**src/hdl/fbci_pkg.sv**
```systemverilog
/*
  fbci_pkg: host controller constants.
  assumes a 50 MHz clk.
*/
package fbci_pkg;
  // clock
  localparam int CLK_MHZ = 50;
  localparam int CLK_NS = 1000 / CLK_MHZ;
  // strobe low time, rounded up
  localparam int STROBE_NS = 70;
  localparam int STROBE_CYC = (STROBE_NS + CLK_NS - 1) / CLK_NS;
  // setup and hold time
  localparam int SETUP_NS = 20;
  localparam int SETUP_CYC = (SETUP_NS + CLK_NS - 1) / CLK_NS;
  // access time after standby
  localparam int ACCESS_NS = 90;
  localparam int ACCESS_CYC = (ACCESS_NS + CLK_NS - 1) / CLK_NS;
  // flash sleep idle time
  localparam int SLEEP_NS = 250;
  localparam int SLEEP_CYC = (SLEEP_NS + CLK_NS - 1) / CLK_NS;
  localparam int CNT_W = 8;
  // widths
  localparam int ADDR_W = 18;
  localparam int DATA_W = 16;
  // command codes
  localparam logic [7:0] CMD_RESET = 8'hf0;
  localparam logic [7:0] CMD_UNLOCK1 = 8'haa;
  localparam logic [7:0] CMD_UNLOCK2 = 8'h55;
  localparam logic [7:0] CMD_PROGRAM = 8'ha0;
  localparam logic [7:0] CMD_ERASE_SETUP = 8'h80;
  localparam logic [7:0] CMD_CHIP_ERASE = 8'h10;
  localparam logic [7:0] CMD_SECTOR_ERASE = 8'h30;
  localparam logic [7:0] CMD_SUSPEND = 8'hb0;
  localparam logic [7:0] CMD_RESUME = 8'h30;
  localparam logic [7:0] CMD_AUTOSELECT = 8'h90;
  // unlock addresses, word/byte
  localparam logic [11:0] UNLOCK_A_WORD = 12'h555;
  localparam logic [11:0] UNLOCK_B_WORD = 12'h2aa;
  localparam logic [11:0] UNLOCK_A_BYTE = 12'haaa;
  localparam logic [11:0] UNLOCK_B_BYTE = 12'h555;
  // host operations
  localparam logic [2:0] OP_READ = 3'h0;
  localparam logic [2:0] OP_RESET = 3'h1;
  localparam logic [2:0] OP_PROGRAM = 3'h2;
  localparam logic [2:0] OP_CHIP_ERASE = 3'h3;
  localparam logic [2:0] OP_SECTOR_ERASE = 3'h4;
  localparam logic [2:0] OP_SUSPEND = 3'h5;
  localparam logic [2:0] OP_RESUME = 3'h6;
  localparam logic [2:0] OP_AUTOSELECT = 3'h7;
  // register map of the controller
  localparam logic [3:0] REG_CTRL = 4'h0;
  localparam logic [3:0] REG_ADDR = 4'h1;
  localparam logic [3:0] REG_WDATA = 4'h2;
  localparam logic [3:0] REG_RDATA = 4'h3;
  localparam logic [3:0] REG_STATUS = 4'h4;
  // ctrl fields
  localparam int CTRL_OP_LSB = 0;
  localparam int CTRL_GO_BIT = 3;
  localparam int CTRL_WIDE_BIT = 4;
  localparam int CTRL_HV_BIT = 5;
  localparam logic [5:0] CTRL_RST = 6'h10;
  // status fields
  localparam int STAT_BUSY_BIT = 0;
  localparam int STAT_ERR_BIT = 1;
  localparam int STAT_ERSUSP_BIT = 2;
  localparam int STAT_ASEL_BIT = 3;
endpackage

```
**src/hdl/fbci_host.sv**
```systemverilog
/*
  fbci_host: host controller for a parallel nor flash,
  its strobes and unlock command sequences.
  assumes software on a plain register port and the flash on pins.
*/
// The implementer's own choices: the plain strobed port and the register addresses.
`timescale 1ns/1ps
`default_nettype none
// Operation
// RL1 - writes hold chip select, strobe low, gate high
// RL2 - erase one sector, several, or whole chip; host erases one sector per sequence or the whole chip, not several
// RL3 - identification mode returns codes on low lines
// RL4 - address idle over 250ns sleeps device
// RL5 - sleeping device keeps last data readable
// RL6 - width pin selects 16-bit or 8-bit path
// RL7 - width level set before enabling, kept stable
// RL8 - high voltage reset temporarily unprotects sectors
// RL9 - gate high releases device data outputs
// RL10 - standby, then wait full access time
// RL11 - deselect does not stop embedded operation
// RL12 - protected sectors reject program and erase
// RL13 - protect all sectors before first unprotect
// RL14 - wrong command write aborts to array read
// RL15 - address captured on later falling strobe
// RL16 - data captured on earlier rising strobe
// RL17 - single F0 write resets to read
// RL18 - program is four writes with unlocks
// RL19 - chip erase is six writes
// RL20 - sector erase sixth write 30 to sector
// RL21 - B0 write suspends sector erase
// RL22 - 30 write resumes suspended erase
// RL23 - suspend/resume only valid in right state
// RL24 - reset ignored during embedded operation
// RL25 - identification fourth cycle is a read
module fbci_host
  import fbci_pkg::*;
(
  input wire logic clk,
  input wire logic arst_n,
  input wire logic [3:0] reg_addr,
  input wire logic [31:0] reg_wdata,
  input wire logic reg_wr,
  input wire logic reg_rd,
  output logic [31:0] reg_rdata,
  output logic flash_ce_n,
  output logic flash_we_n,
  output logic flash_oe_n,
  output logic flash_reset_n,
  output logic flash_reset_hv,
  output logic flash_wide,
  output logic [ADDR_W-1:0] flash_a,
  output logic shared_top_pin_o,
  output logic shared_top_pin_oe,
  input wire logic shared_top_pin_i,
  input wire logic [DATA_W-2:0] flash_dq_i,
  output logic [DATA_W-2:0] flash_dq_o,
  output logic flash_dq_oe,
  input wire logic flash_ready
);
  typedef enum {HS_IDLE, HS_ISSUE, HS_WAIT, HS_BUSY} fbci_hs_t;
  fbci_hs_t st_r; // sequencer state
  logic [5:0] ctrl_r; // op, go, wide, hv
  logic [ADDR_W-1:0] addr_r; // target address
  logic [DATA_W-1:0] wdata_r; // program value
  logic [DATA_W-1:0] rdata_r; // last read value
  logic [2:0] op_r; // operation in flight
  logic [2:0] step_r; // bus cycle index in sequence
  logic busy_r; // sequence running
  logic err_r; // sticky refused-command flag
  logic ersusp_r; // erase suspended
  logic erasing_r; // sector erase running
  logic asel_r; // device in identification mode
  logic embedded_r; // embedded algorithm running on device
  logic [31:0] rd_q_r; // read data, one cycle after strobe
  logic cyc_start;
  logic cyc_busy;
  logic cyc_done;
  logic [DATA_W-1:0] cyc_rdata;
  logic [DATA_W-1:0] cyc_dq_out;
  logic cyc_dq_oe;
  logic [DATA_W-1:0] dq_sync;
  logic ready_sync;
  logic [DATA_W-1:0] dq_raw;
  logic [ADDR_W-1:0] seq_addr;
  logic [DATA_W-1:0] seq_data;
  logic seq_write;
  logic [2:0] seq_len;
  logic [ADDR_W-1:0] cyc_a;
  // unpack software control
  wire [2:0] ctrl_op = ctrl_r[CTRL_OP_LSB +: 3];
  wire [2:0] new_op = reg_wdata[CTRL_OP_LSB +: 3]; // op being requested now
  wire ctrl_wide = ctrl_r[CTRL_WIDE_BIT];
  wire go_wr = reg_wr && (reg_addr == REG_CTRL) && reg_wdata[CTRL_GO_BIT];
  // width taken only while idle (see RL7)
  wire ctrl_wr_ok = reg_wr && (reg_addr == REG_CTRL) && !busy_r;
  // unlock addresses follow the width select (see RL18)
  wire [ADDR_W-1:0] ua = ctrl_wide ? ADDR_W'(UNLOCK_A_WORD) : ADDR_W'(UNLOCK_A_BYTE);
  wire [ADDR_W-1:0] ub = ctrl_wide ? ADDR_W'(UNLOCK_B_WORD) : ADDR_W'(UNLOCK_B_BYTE);
  // judged on the new op, ctrl_r still holds the old one (see RL23)
  wire op_legal = (new_op == OP_SUSPEND) ? erasing_r :
                  (new_op == OP_RESUME) ? ersusp_r :
                  (new_op == OP_RESET) ? !embedded_r : // see RL24
                  (new_op == OP_READ) ? !embedded_r || ersusp_r :
                  !embedded_r; // device ignores commands while busy (see RL11)
  wire [DATA_W-1:0] pin_in = {shared_top_pin_i, flash_dq_i};
  // bus cycle count per operation
  assign seq_len = (ctrl_op == OP_PROGRAM) ? 3'd4 :
                   (ctrl_op == OP_CHIP_ERASE) ? 3'd6 : // see RL19
                   (ctrl_op == OP_SECTOR_ERASE) ? 3'd6 : // see RL2
                   (ctrl_op == OP_AUTOSELECT) ? 3'd4 :
                   3'd1;
  // sequence step table, address and data per step
  always_comb
  begin
    seq_addr = addr_r;
    seq_data = wdata_r;
    seq_write = 1'b1;
    case (op_r)
      OP_READ:
      begin
        // in identification mode this returns the code word (see RL3)
        seq_write = 1'b0;
      end
      OP_RESET:
        seq_data = DATA_W'(CMD_RESET); // see RL17
      OP_SUSPEND:
        seq_data = DATA_W'(CMD_SUSPEND); // see RL21
      OP_RESUME:
        seq_data = DATA_W'(CMD_RESUME); // see RL22
      default:
      begin
        case (step_r)
          3'd0:
          begin
            seq_addr = ua;
            seq_data = DATA_W'(CMD_UNLOCK1);
          end
          3'd1:
          begin
            seq_addr = ub;
            seq_data = DATA_W'(CMD_UNLOCK2);
          end
          3'd2:
          begin
            seq_addr = ua;
            seq_data = (op_r == OP_PROGRAM) ? DATA_W'(CMD_PROGRAM) : // see RL18
                       (op_r == OP_AUTOSELECT) ? DATA_W'(CMD_AUTOSELECT) :
                       DATA_W'(CMD_ERASE_SETUP);
          end
          3'd3:
          begin
            // program target, the identification read, or for erases the second AA unlock to ua (see RL25)
            seq_addr = (op_r == OP_PROGRAM || op_r == OP_AUTOSELECT) ? addr_r : ua;
            seq_data = (op_r == OP_PROGRAM) ? wdata_r : DATA_W'(CMD_UNLOCK1);
            seq_write = (op_r != OP_AUTOSELECT);
          end
          3'd4:
          begin
            seq_addr = ub;
            seq_data = DATA_W'(CMD_UNLOCK2);
          end
          default:
          begin
            // sector address for sector erase (see RL20)
            seq_addr = (op_r == OP_SECTOR_ERASE) ? addr_r : ua;
            seq_data = (op_r == OP_SECTOR_ERASE) ? DATA_W'(CMD_SECTOR_ERASE) :
                       DATA_W'(CMD_CHIP_ERASE);
          end
        endcase
      end
    endcase
  end
  assign cyc_start = (st_r == HS_ISSUE);
  // synchronise pin inputs before use
  fbci_sync #(.W(DATA_W + 1)) u_sync
  (
    .clk(clk),
    .arst_n(arst_n),
    .din({flash_ready, pin_in}),
    .dout({ready_sync, dq_raw})
  );
  // byte mode: low eight lines only (see RL6)
  assign dq_sync = ctrl_wide ? dq_raw : {8'h00, dq_raw[7:0]};
  fbci_cycle u_cycle
  (
    .clk(clk),
    .arst_n(arst_n),
    .start(cyc_start),
    .is_write(seq_write),
    .addr(seq_addr),
    .wdata(seq_data),
    .dq_sync(dq_sync),
    .busy(cyc_busy),
    .done(cyc_done),
    .rdata(cyc_rdata),
    .ce_n(flash_ce_n),
    .we_n(flash_we_n),
    .oe_n(flash_oe_n),
    .a_out(cyc_a),
    .dq_out(cyc_dq_out),
    .dq_oe(cyc_dq_oe)
  );
  // top pin is data 15 or address lsb (see RL6)
  assign flash_a = ctrl_wide ? cyc_a : {1'b0, cyc_a[ADDR_W-1:1]};
  assign shared_top_pin_o = ctrl_wide ? cyc_dq_out[DATA_W-1] : cyc_a[0];
  assign shared_top_pin_oe = ctrl_wide ? cyc_dq_oe : 1'b1;
  assign flash_dq_o = cyc_dq_out[DATA_W-2:0];
  assign flash_dq_oe = cyc_dq_oe; // released with gate high (see RL9)
  assign flash_wide = ctrl_wide;
  assign flash_reset_n = 1'b1; // standby whenever ce is high (see RL10)
  // high voltage request for temporary unprotect (see RL8)
  assign flash_reset_hv = ctrl_r[CTRL_HV_BIT];
  // register write path
  always_ff @(posedge clk or negedge arst_n)
  begin
    if (!arst_n)
    begin
      ctrl_r <= CTRL_RST;
      addr_r <= '0;
      wdata_r <= '0;
    end
    else if (reg_wr && !busy_r)
    begin
      if (ctrl_wr_ok)
        ctrl_r <= {reg_wdata[CTRL_HV_BIT], reg_wdata[CTRL_WIDE_BIT], 1'b0, reg_wdata[2:0]};
      if (reg_addr == REG_ADDR)
        addr_r <= reg_wdata[ADDR_W-1:0];
      if (reg_addr == REG_WDATA)
        wdata_r <= reg_wdata[DATA_W-1:0];
    end
  end
  // sequencer of command bus cycles
  always_ff @(posedge clk or negedge arst_n)
  begin
    if (!arst_n)
    begin
      st_r <= HS_IDLE;
      op_r <= OP_READ;
      step_r <= '0;
      busy_r <= 1'b0;
      err_r <= 1'b0;
      rdata_r <= '0;
    end
    else
    begin
      case (st_r)
        HS_IDLE:
        begin
          if (go_wr && !busy_r)
          begin
            if (op_legal)
            begin
              op_r <= reg_wdata[2:0];
              step_r <= '0;
              busy_r <= 1'b1;
              st_r <= HS_ISSUE;
            end
            else
              err_r <= 1'b1; // refused; never sends an out-of-order write (see RL14)
          end
          else if (reg_wr && reg_addr == REG_STATUS && reg_wdata[STAT_ERR_BIT])
            err_r <= 1'b0;
        end
        HS_ISSUE:
          st_r <= HS_WAIT;
        HS_WAIT:
        begin
          if (cyc_done)
          begin
            if (!seq_write)
              rdata_r <= cyc_rdata;
            if (step_r == seq_len - 3'd1)
            begin
              st_r <= HS_BUSY;
            end
            else
            begin
              step_r <= step_r + 3'd1;
              st_r <= HS_ISSUE;
            end
          end
        end
        HS_BUSY:
        begin
          busy_r <= 1'b0;
          st_r <= HS_IDLE;
        end
        default:
          st_r <= HS_IDLE;
      endcase
    end
  end
  // device mode tracking
  always_ff @(posedge clk or negedge arst_n)
  begin
    if (!arst_n)
    begin
      embedded_r <= 1'b0;
      erasing_r <= 1'b0;
      ersusp_r <= 1'b0;
      asel_r <= 1'b0;
    end
    else if (st_r == HS_BUSY)
    begin
      case (op_r)
        OP_PROGRAM, OP_CHIP_ERASE:
          embedded_r <= 1'b1;
        OP_SECTOR_ERASE:
        begin
          embedded_r <= 1'b1;
          erasing_r <= 1'b1;
        end
        OP_SUSPEND:
        begin
          erasing_r <= 1'b0;
          ersusp_r <= 1'b1;
        end
        OP_RESUME:
        begin
          erasing_r <= 1'b1;
          ersusp_r <= 1'b0;
        end
        OP_AUTOSELECT:
          asel_r <= 1'b1;
        OP_RESET:
          asel_r <= 1'b0;
        default:
          asel_r <= asel_r;
      endcase
    end
    else if (embedded_r && ready_sync && !ersusp_r && !cyc_busy)
    begin
      // ready high ends it, even deselected (see RL11)
      embedded_r <= 1'b0;
      erasing_r <= 1'b0;
    end
  end
  // read data one cycle after strobe
  always_ff @(posedge clk or negedge arst_n)
  begin
    if (!arst_n)
      rd_q_r <= '0;
    else if (reg_rd)
    begin
      case (reg_addr)
        REG_CTRL: rd_q_r <= {26'h0, ctrl_r};
        REG_ADDR: rd_q_r <= {14'h0, addr_r};
        REG_WDATA: rd_q_r <= {16'h0, wdata_r};
        REG_RDATA: rd_q_r <= {16'h0, rdata_r};
        REG_STATUS: rd_q_r <= {28'h0, asel_r, ersusp_r, err_r, busy_r || embedded_r};
        default: rd_q_r <= '0;
      endcase
    end
    else
      rd_q_r <= '0;
  end
  assign reg_rdata = rd_q_r;
endmodule
`default_nettype wire

```
**src/hdl/fbci_sync.sv**
```systemverilog
/*
  fbci_sync: two-stage synchroniser.
  assumes inputs asynchronous to clk.
*/
`timescale 1ns/1ps
`default_nettype none
module fbci_sync
#(
  parameter int W = 1
)
(
  input wire logic clk,
  input wire logic arst_n,
  input wire logic [W-1:0] din,
  output logic [W-1:0] dout
);
  logic [W-1:0] meta_r; // first stage, read only by second
  // two stages, constants at reset
  always_ff @(posedge clk or negedge arst_n)
  begin
    if (!arst_n)
    begin
      meta_r <= '0;
      dout <= '0;
    end
    else
    begin
      meta_r <= din;
      dout <= meta_r;
    end
  end
endmodule
`default_nettype wire

```
**src/hdl/fbci_cycle.sv**
```systemverilog
/*
  fbci_cycle: one flash bus cycle.
  assumes inputs held while busy.
*/
`timescale 1ns/1ps
`default_nettype none
module fbci_cycle
  import fbci_pkg::*;
(
  input wire logic clk,
  input wire logic arst_n,
  input wire logic start,
  input wire logic is_write,
  input wire logic [ADDR_W-1:0] addr,
  input wire logic [DATA_W-1:0] wdata,
  input wire logic [DATA_W-1:0] dq_sync,
  output logic busy,
  output logic done,
  output logic [DATA_W-1:0] rdata,
  output logic ce_n,
  output logic we_n,
  output logic oe_n,
  output logic [ADDR_W-1:0] a_out,
  output logic [DATA_W-1:0] dq_out,
  output logic dq_oe
);
  typedef enum {CY_IDLE, CY_SETUP, CY_STROBE, CY_HOLD} fbci_cy_t;
  fbci_cy_t st_r; // phase of the bus cycle
  logic [CNT_W-1:0] cnt_r; // phase timer
  logic wr_r; // latched kind
  wire cnt_zero = (cnt_r == '0);
  wire [CNT_W-1:0] setup_c = CNT_W'(SETUP_CYC - 1);
  wire [CNT_W-1:0] strobe_c = CNT_W'(STROBE_CYC + ACCESS_CYC - 1);
  wire [CNT_W-1:0] hold_c = CNT_W'(SETUP_CYC - 1);
  assign busy = (st_r != CY_IDLE);
  // phase sequencer
  always_ff @(posedge clk or negedge arst_n)
  begin
    if (!arst_n)
    begin
      st_r <= CY_IDLE;
      cnt_r <= '0;
      wr_r <= 1'b0;
      ce_n <= 1'b1;
      we_n <= 1'b1;
      oe_n <= 1'b1;
      a_out <= '0;
      dq_out <= '0;
      dq_oe <= 1'b0;
      rdata <= '0;
      done <= 1'b0;
    end
    else
    begin
      done <= 1'b0;
      if (!cnt_zero)
        cnt_r <= cnt_r - 1'b1;
      case (st_r)
        CY_IDLE:
        begin
          if (start)
          begin
            st_r <= CY_SETUP;
            cnt_r <= setup_c;
            wr_r <= is_write;
            a_out <= addr;
            dq_out <= wdata;
            dq_oe <= is_write;
          end
        end
        CY_SETUP:
        begin
          // write: ce and we low, gate high (see RL1); address latched on later fall (see RL15)
          if (cnt_zero)
          begin
            st_r <= CY_STROBE;
            cnt_r <= strobe_c;
            ce_n <= 1'b0;
            we_n <= !wr_r;
            oe_n <= wr_r; // see RL1
          end
        end
        CY_STROBE:
        begin
          if (cnt_zero)
          begin
            // both strobes rise together, data stable across it (see RL16)
            st_r <= CY_HOLD;
            cnt_r <= hold_c;
            ce_n <= 1'b1;
            we_n <= 1'b1;
            oe_n <= 1'b1;
            if (!wr_r)
              rdata <= dq_sync; // gate release also frees the bus (see RL9)
          end
        end
        CY_HOLD:
        begin
          if (cnt_zero)
          begin
            st_r <= CY_IDLE;
            dq_oe <= 1'b0;
            done <= 1'b1;
          end
        end
        default:
          st_r <= CY_IDLE;
      endcase
    end
  end
endmodule
`default_nettype wire

```
**config.mk**
```make
export PLATFORM = sky130hd
export DESIGN_NAME = fbci_host
export DESIGN_NICKNAME = d
export VERILOG_FILES = /design/src/hdl/fbci_pkg.sv /design/src/hdl/fbci_host.sv /design/src/hdl/fbci_sync.sv /design/src/hdl/fbci_cycle.sv
export SDC_FILE = /design/constraint.sdc
export NUM_CORES = 1
export LEC_CHECK = 0
export ABC_CLOCK_PERIOD_IN_PS = 3750
export BUFFER_PORTS_ARGS = -buffer_cell sky130_fd_sc_hd__buf_2
export CAP_MARGIN = 15
export CORE_MARGIN = 4
export CORE_UTILIZATION = 30
export CTS_CLUSTER_SIZE = 14
export DETAILED_ROUTE_END_ITERATION = 10
export HOLD_SLACK_MARGIN = 0.08
export PLACE_DENSITY_LB_ADDON = 0.15
export SYNTH_ARGS = -nofsm -noshare
export SYNTH_HDL_FRONTEND = slang
export SYNTH_HIERARCHICAL = 1
export SYNTH_SLANG_ARGS = --single-unit
```
**constraint.sdc**
```tcl
create_clock -name clk -period 3.75 [get_ports clk]
set_clock_uncertainty 0.1 [all_clocks]
set_input_delay 0.1875 -clock clk [delete_from_list [all_inputs] [get_ports clk]]
set_output_delay 0.1875 -clock clk [all_outputs]
set_load 0.03 [all_outputs]
```
==> results of run 1 <==
worst reg2reg max path, delay by kind of cell (launching register included):
family                     cells  cell delay [ns]
DFF                            1             0.51
muxes                          1             0.14
and+or+nand+nor                1             0.35
adders and majority gates      2             0.64
AOI/OAI and AO/OA              4             1.45
worst paths after layout:
check	end	depth (start not counted)	slack [ns]	start
min reg2reg	u_sync/dout[14]	0	0.25	u_sync/meta_r[14]
max in group asynchronous	rdata_r[12]	3	2.24	arst_n
max	u_cycle/a_out[4]	8	0.51	step_r[0]
max reg2reg	u_cycle/a_out[4]	8	0.51	step_r[0]
min	reg_rdata[1]	4	0.11	reg_addr[3]
min in group asynchronous	rdata_r[13]	2	0.33	arst_n
where the power goes:
part           internal [mW]  switching (mW)
clock                  0.972           0.906
sequential              2.30           0.290
combinational          0.834            1.13
final cells by class:
cell class,instances,area [um2],share of cell area
Timing Repair Buffer,153,1000,0.0953
Tap cell,378,473,0.0450
Multi-Input combinational cell,464,3670,0.349
Clock buffer,17,425,0.0404
Sequential cell,187,4680,0.445
Clock inverter,15,196,0.0187
Inverter,19,71.3,0.00678
flip-flops by register name, summed over array words and instances, names as in the netlist, 5 cells and up:
register / flops
wdata_r: 16
u_sync/dout: 17
u_cycle/rdata: 16
u_sync/meta_r: 17
ctrl_r: 5
addr_r: 18
u_cycle/cnt_r: 8
reg_rdata: 18
u_cycle/a_out: 18
u_cycle/dq_out: 16
rdata_r: 16
metrics by stage:
stage          utilization  std cells
3_3_place_gp         0.338       1162
5_1_grt              0.375       1233
4_1_cts              0.375       1233
3_5_place_dp         0.338       1162
2_1_floorplan            -        719
6_report             0.375       1233
synthesized netlist by cell type (all sizes together), types with 8 or more instances:
library cell and number:
nor3 8, o21ai 28, inv 19, buf 25, nor2b 11, dfrtp 183, and2 25, a22oi 18
mux2 133, nand2 27, clkbuf 24, a21oi 21, nor2 49, ha 12
per-layer routing:
metal	vias up	part of all wire	track usage
met5	-	0	0
met4	0	0.015	0.0429
met3	14	0.048	0.0307
met2	143	0.48	0.233
met1	2908	0.46	0.196
li1	2767	-	-
cell usage in the layout (no fill, tap or decap), drive strengths merged, types with 6 or more instances in the layout:
master / n
and2: 25
nand2: 27
nor3: 8
clkbuf: 18
dlygate4sd3: 39
inv: 27
a22oi: 18
and3: 6
mux2: 133
buf: 113
o21ai: 28
conb: 15
a21oi: 21
dfrtp: 183
nor2b: 11
nand2b: 7
ha: 12
o21a: 6
nor2: 49
kinds of logic (layout without fill, tap and decap cells):
group / Yosys count / count (layout) / synth area share
flops: 187 / 187 / 0.542
buf+inv: 68 / 204 / 0.0390
xor+xnor: 7 / 7 / 0.00710
simple gates: 166 / 166 / 0.103
mux: 141 / 141 / 0.191
compound gates: 122 / 122 / 0.0975
fa+ha+maj: 13 / 13 / 0.0185
other cells: 2 / 15 / 0.000869
what timing repair did:
item | CTS | global route
hold buffers | 39 | 0
setup endpoints to repair | 0 | 0
hold endpoints to repair | 173 | 0
==> run_results.csv, run 1 <==
group,metric,value,unit
power_and_ir_drop,p_leak,4.95,nW
place,dpl.hpwl,15.2,mm
timing,fin_setup_tns,0,ns
power_and_ir_drop,vdd_ir_drop_max,0.288,mV
drt,dr.first_iter.drc_count,278,
drt,route.detailed.drc,0,
logic_synthesis,ys_ff_latch,187,
timing,hold_violations,0,
place,place_area,9510,um2
floorplanning,row_count,61,
logic_synthesis,ys_warn_count,6,
logic_synthesis,ys_seq_area_frac,0.542,
floorplanning,coreArea,28100,um2
floorplanning,die_width,178,um
place,io_buffers,101,
critical_path,crit_top_cell,"ha_1",
clock_network,clock_sinks,187,
floorplanning,initial_core_util,0.308,
logic_synthesis,synth.avg_cell_area,12.2,um2
global_route,grt_pass1_wl,35.4,mm
timing,max_freq,309,MHz
clock_network,cts_resized,0,
timing,worst_slew_margin_rel,0.260,
logic_synthesis,synth_edf_count,0,
critical_path,crit_path_cell_trace,"ha_1 -> ha_1 -> nor3b_1 -> a2111o_1 -> a221oi_1 -> a311oi_1 -> o21a_1 -> mux2_2",
clock_network,cts.path.max_buffers,2,
global_route,grt_pass1_vias,6153,
cells_and_area,antenna_cells,0,
timing,rsz0062_at_grt,"no",
logic_synthesis,syn_area,8640,um2
power_and_ir_drop,p_per_area,611,nW/um2
logic_synthesis,synth_cells,706,
clock_network,htree_levels,4,
global_route,overflow,0,
drt,drt-total-wl,22.1,mm
timing,min_period,3.24,ns
critical_path,critPathTopFamily,"compound AO/OA/AOI/OAI gates",
critical_path,crit_slowest_cell,"a311oi_1",
timing,max_slew.worst_pin.slew,1.10,ns
floorplanning,die_y,178,um
critical_path,cp-end-kind,"flop",
logic_synthesis,synth_flop_cell,"dfrtp_1",
cells_and_area,fin_nets,911,
timing,setup_ws,0.511,ns
timing,fin_hold_ws,0.112,ns
power_and_ir_drop,finalPower,6.43,mW
clock_network,post-cts-setup-buffers,0,
cells_and_area,area_growth_syn_to_layout,21.8,%
clock_network,tritoncts,"built",
logic_synthesis,synth_top_area_frac,0.530,
drt,ant_nets,0,
critical_path,crit_buf_inv,0,
floorplanning,io_pins,131,
timing,finalMaxSlewViolations,0,
floorplanning,floorplan.die_area,31600,um2
critical_path,critical_path_arrival,3.50,ns
drt,wl_per_cell,17.9,um
drt,viasPerCell,4.73,
critical_path,cp-start-kind,"flop",
cells_and_area,final_area,10500,um2
drt,drtPass1Iterations,5,
clock_network,numCtsBuffers,17,
timing,setup_viol,0,
flow_run,drv_cap,0,
critical_path,required,4.01,ns
clock_network,cts_root_buf,"clkbuf_16",
timing,period_share,0.864,
clock_network,clk_latency,0.43,ns
clock_network,clk_pin_slew,0.08,ns
logic_synthesis,synth.area.top_cells,"dfrtp_1 (53%), mux2_2 (16%), nor2_1 (2.1%)",
status,run_status,"finished, final reports clean",
critical_path,max_stage_delay,0.92,ns
global_route,grt_max_degree,114,
global_route,grt_usage,0.145,
cells_and_area,drive_above_1_share,0.349,
global_route,antenna_found_initial,0,
hold_path,min_path_type,"in -> reg",
logic_synthesis,synth.distinct_cells,67,
logic_synthesis,async_reset_ff_frac,1.00,
critical_path,path_class,"reg -> reg",
cells_and_area,nFillCells,2813,
drt,num_vias,5832,
critical_path,critical_path.max_fanout,17,
place,routabilityCongestion,0.821,
logic_synthesis,yosysTopAreaCell,"dfrtp_1",
place,pre_cts_ws,0.557,ns
No activity file was read; power rests on OpenSTA's default activity.
==> run 2: changes to the inputs <==
ABC_AREA = 1   (was unset)
==> run_results.csv, run 2 <==
group,metric,value,unit
clock_network,numCtsBuffers,17,
floorplanning,initial_core_util,0.305,
logic_synthesis,syn_area,9060,um2
logic_synthesis,synth.distinct_cells,42,
floorplanning,floorplan.die_area,33000,um2
logic_synthesis,synth_flop_cell,"dfrtp_1",
logic_synthesis,ys_seq_area_frac,0.517,
flow_run,drv_cap,0,
drt,drt-total-wl,22.3,mm
critical_path,critical_path_arrival,3.20,ns
clock_network,post-cts-setup-buffers,0,
critical_path,crit_slowest_cell,"or2_1",
logic_synthesis,synth_xor_area_frac,0.00387,
cells_and_area,final_area,10800,um2
global_route,overflow,0,
clock_network,cts.path.max_buffers,2,
cells_and_area,drive_above_1_share,0.212,
logic_synthesis,synth_cells,1009,
place,dpl.hpwl,16.1,mm
cells_and_area,multi_input_area,3500,um2
timing,setup_viol,0,
timing,rsz0062_at_grt,"no",
cells_and_area,nFillCells,3051,
place,routabilityCongestion,0.790,
logic_synthesis,async_reset_ff_frac,1.00,
logic_synthesis,yosys.area_share.simple,0.182,
critical_path,crit_path_cell_trace,"ha_1 -> ha_1 -> inv_1 -> o21a_1 -> or2_1 -> buf_4 -> o21ai_2",
timing,period_share,0.797,
critical_path,crit_top_cell,"ha_1",
logic_synthesis,synth_top_family_by_area,"simple AND/OR/NAND/NOR gates",
floorplanning,row_count,63,
global_route,grt_pass1_wl,36.9,mm
cells_and_area,final_cell_mix,"nand2_1 (242), dfrtp_1 (183), inv_1 (160)",
hold_path,min_path_type,"in -> reg",
cells_and_area,fin_nets,1210,
drt,ant_nets,0,
timing,max_freq,335,MHz
critical_path,max_stage_delay,0.87,ns
clock_network,htree_levels,4,
timing,fin_setup_tns,0,ns
logic_synthesis,synth_top_area_frac,0.506,
critical_path,crit_buf_inv,2,
logic_synthesis,synthAdderAreaFrac,0.0166,
timing,worst_slew_margin_rel,0.262,
logic_synthesis,yosys-top-cells-count,"nand2_1 (242), dfrtp_1 (183), inv_1 (160)",
power_and_ir_drop,p_per_area,582,nW/um2
drt,wl_per_cell,14.5,um
drt,num_vias,6608,
drt,dr.first_iter.drc_count,402,
logic_synthesis,synth.area.top_cells,"dfrtp_1 (51%), nand2_1 (10%), inv_1 (6.6%)",
clock_network,ctsHoldBuffers,38,
timing,max_slew.worst_pin.slew,1.11,ns
critical_path,critPathTopFamily,"simple AND/OR/NAND/NOR gates",
global_route,grt_max_degree,105,
timing,fin_hold_ws,0.139,ns
clock_network,clock_sinks,187,
critical_path,path_class,"reg -> reg",
global_route,grt_usage,0.139,
clock_network,tritoncts,"built",
clock_network,clk_latency,0.43,ns
clock_network,cts_root_buf,"clkbuf_16",
logic_synthesis,yosysMostFrequentCell,"nand2_1",
floorplanning,die_y,182,um
power_and_ir_drop,vdd_ir_drop_max,0.291,mV
floorplanning,coreArea,29700,um2
clock_network,cts_resized,0,
logic_synthesis,synth_compound_area_frac,0.124,
place,io_buffers,101,
global_route,grt_pass1_vias,6703,
logic_synthesis,ys_ff_latch,187,
timing,hold_violations,0,
logic_synthesis,yosysTopAreaCell,"dfrtp_1",
logic_synthesis,ys_warn_count,6,
critical_path,cp-start-kind,"flop",
floorplanning,die_width,182,um
cells_and_area,seq_area,4680,um2
clock_network,clk_pin_slew,0.08,ns
timing,min_period,2.99,ns
drt,drtPass1Iterations,4,
cells_and_area,final_common_cell,"nand2_1",
drt,viasPerCell,4.28,
critical_path,required,3.96,ns
cells_and_area,area_growth_syn_to_layout,19.7,%
critical_path,cp-end-kind,"flop",
place,place_area,9860,um2
timing,finalMaxSlewViolations,0,
power_and_ir_drop,p_leak,5.65,nW
status,run_status,"finished, final reports clean",
logic_synthesis,synth.avg_cell_area,8.98,um2
logic_synthesis,synth_edf_count,0,
critical_path,critical_path.max_fanout,28,
floorplanning,io_pins,131,
cells_and_area,antenna_cells,0,
logic_synthesis,muxShareOfSynthArea,0.0539,
global_route,antenna_found_initial,0,
drt,route.detailed.drc,0,
## run 2: changes by cell type after synthesis, sizes merged, moves of 7 or more
| cell | delta |
|---|---|
| nand2b | -7 |
| a22oi | -18 |
| nor2b | -11 |
| o211ai | +21 |
| nor2 | +24 |
| clkbuf | -12 |
| mux2 | -99 |
| nand2 | +234 |
| inv | +143 |
| nand3 | +36 |
| o221ai | +9 |
| buf | +9 |
| and2 | -25 |
| o21ai | +85 |
## run 2: final timing paths
kind,cells after the start,startpoint,endpoint,slack (ns)
max,7,step_r[0],rdata_r[7],0.76
min,5,reg_addr[2],err_r,0.14
max in group asynchronous,3,arst_n,rdata_r[9],2.28
min in group asynchronous,2,arst_n,u_cycle/cnt_r[1],0.28
min reg2reg,0,u_sync/meta_r[0],u_sync/dout[0],0.25
max reg2reg,7,step_r[0],rdata_r[7],0.76
## run 2: stage by stage
step	instances	setup WS [ns]	utilization	power (mW)
finish	1544	0.761	0.365	6.31
global route	1544	0.457	0.365	6.81
CTS	1544	0.716	0.365	6.41
detailed placement	1474	0.749	0.332	4.48
global placement	1474	0.775	0.332	4.45
floorplan	1022	1.58	-	3.98
## run 2: cells by family (layout without fill, tap and decap cells)
| group | after synthesis | after routing |
|---|---|---|
| adders and majority gates | 12 | 12 |
| other | 2 | 15 |
| buffers and inverters | 208 | 340 |
| muxes | 34 | 34 |
| xor gates and xnor gates | 4 | 4 |
| AOI/OAI and AO/OA | 175 | 175 |
| DFF | 187 | 187 |
| and+or+nand+nor | 387 | 387 |
## run 2: final cells by class
type | instances | area share
tap | 390 | 0.0450
multi-input combinational | 627 | 0.323
sequential | 187 | 0.432
timing repair buffer | 146 | 0.0885
clock inverter | 14 | 0.0153
inverter | 162 | 0.0561
clock buffer | 18 | 0.0405
## run 2: worst reg2reg max path: cells and delay by family, from the launching register on
kind | cells | cell delay, ns
AOI/OAI and AO/OA | 2 | 0.30
adders and majority gates | 2 | 0.62
buffers and inverters | 2 | 0.52
and+or+nand+nor | 1 | 0.87
DFF | 1 | 0.45
## run 2: metal layers
metal,track usage,wire length (um)
met5,0,0
met4,0.0354,311
met3,0.0327,933
met2,0.215,10200
met1,0.198,10900
## run 2: report_power, final
part / internal [mW] / switching, mW / leakage [nW] / total [mW]
sequential: 2.37 / 0.252 / 2.40 / 2.62
combinational: 0.616 / 1.21 / 2.95 / 1.83
clock: 0.975 / 0.883 / 0.297 / 1.86
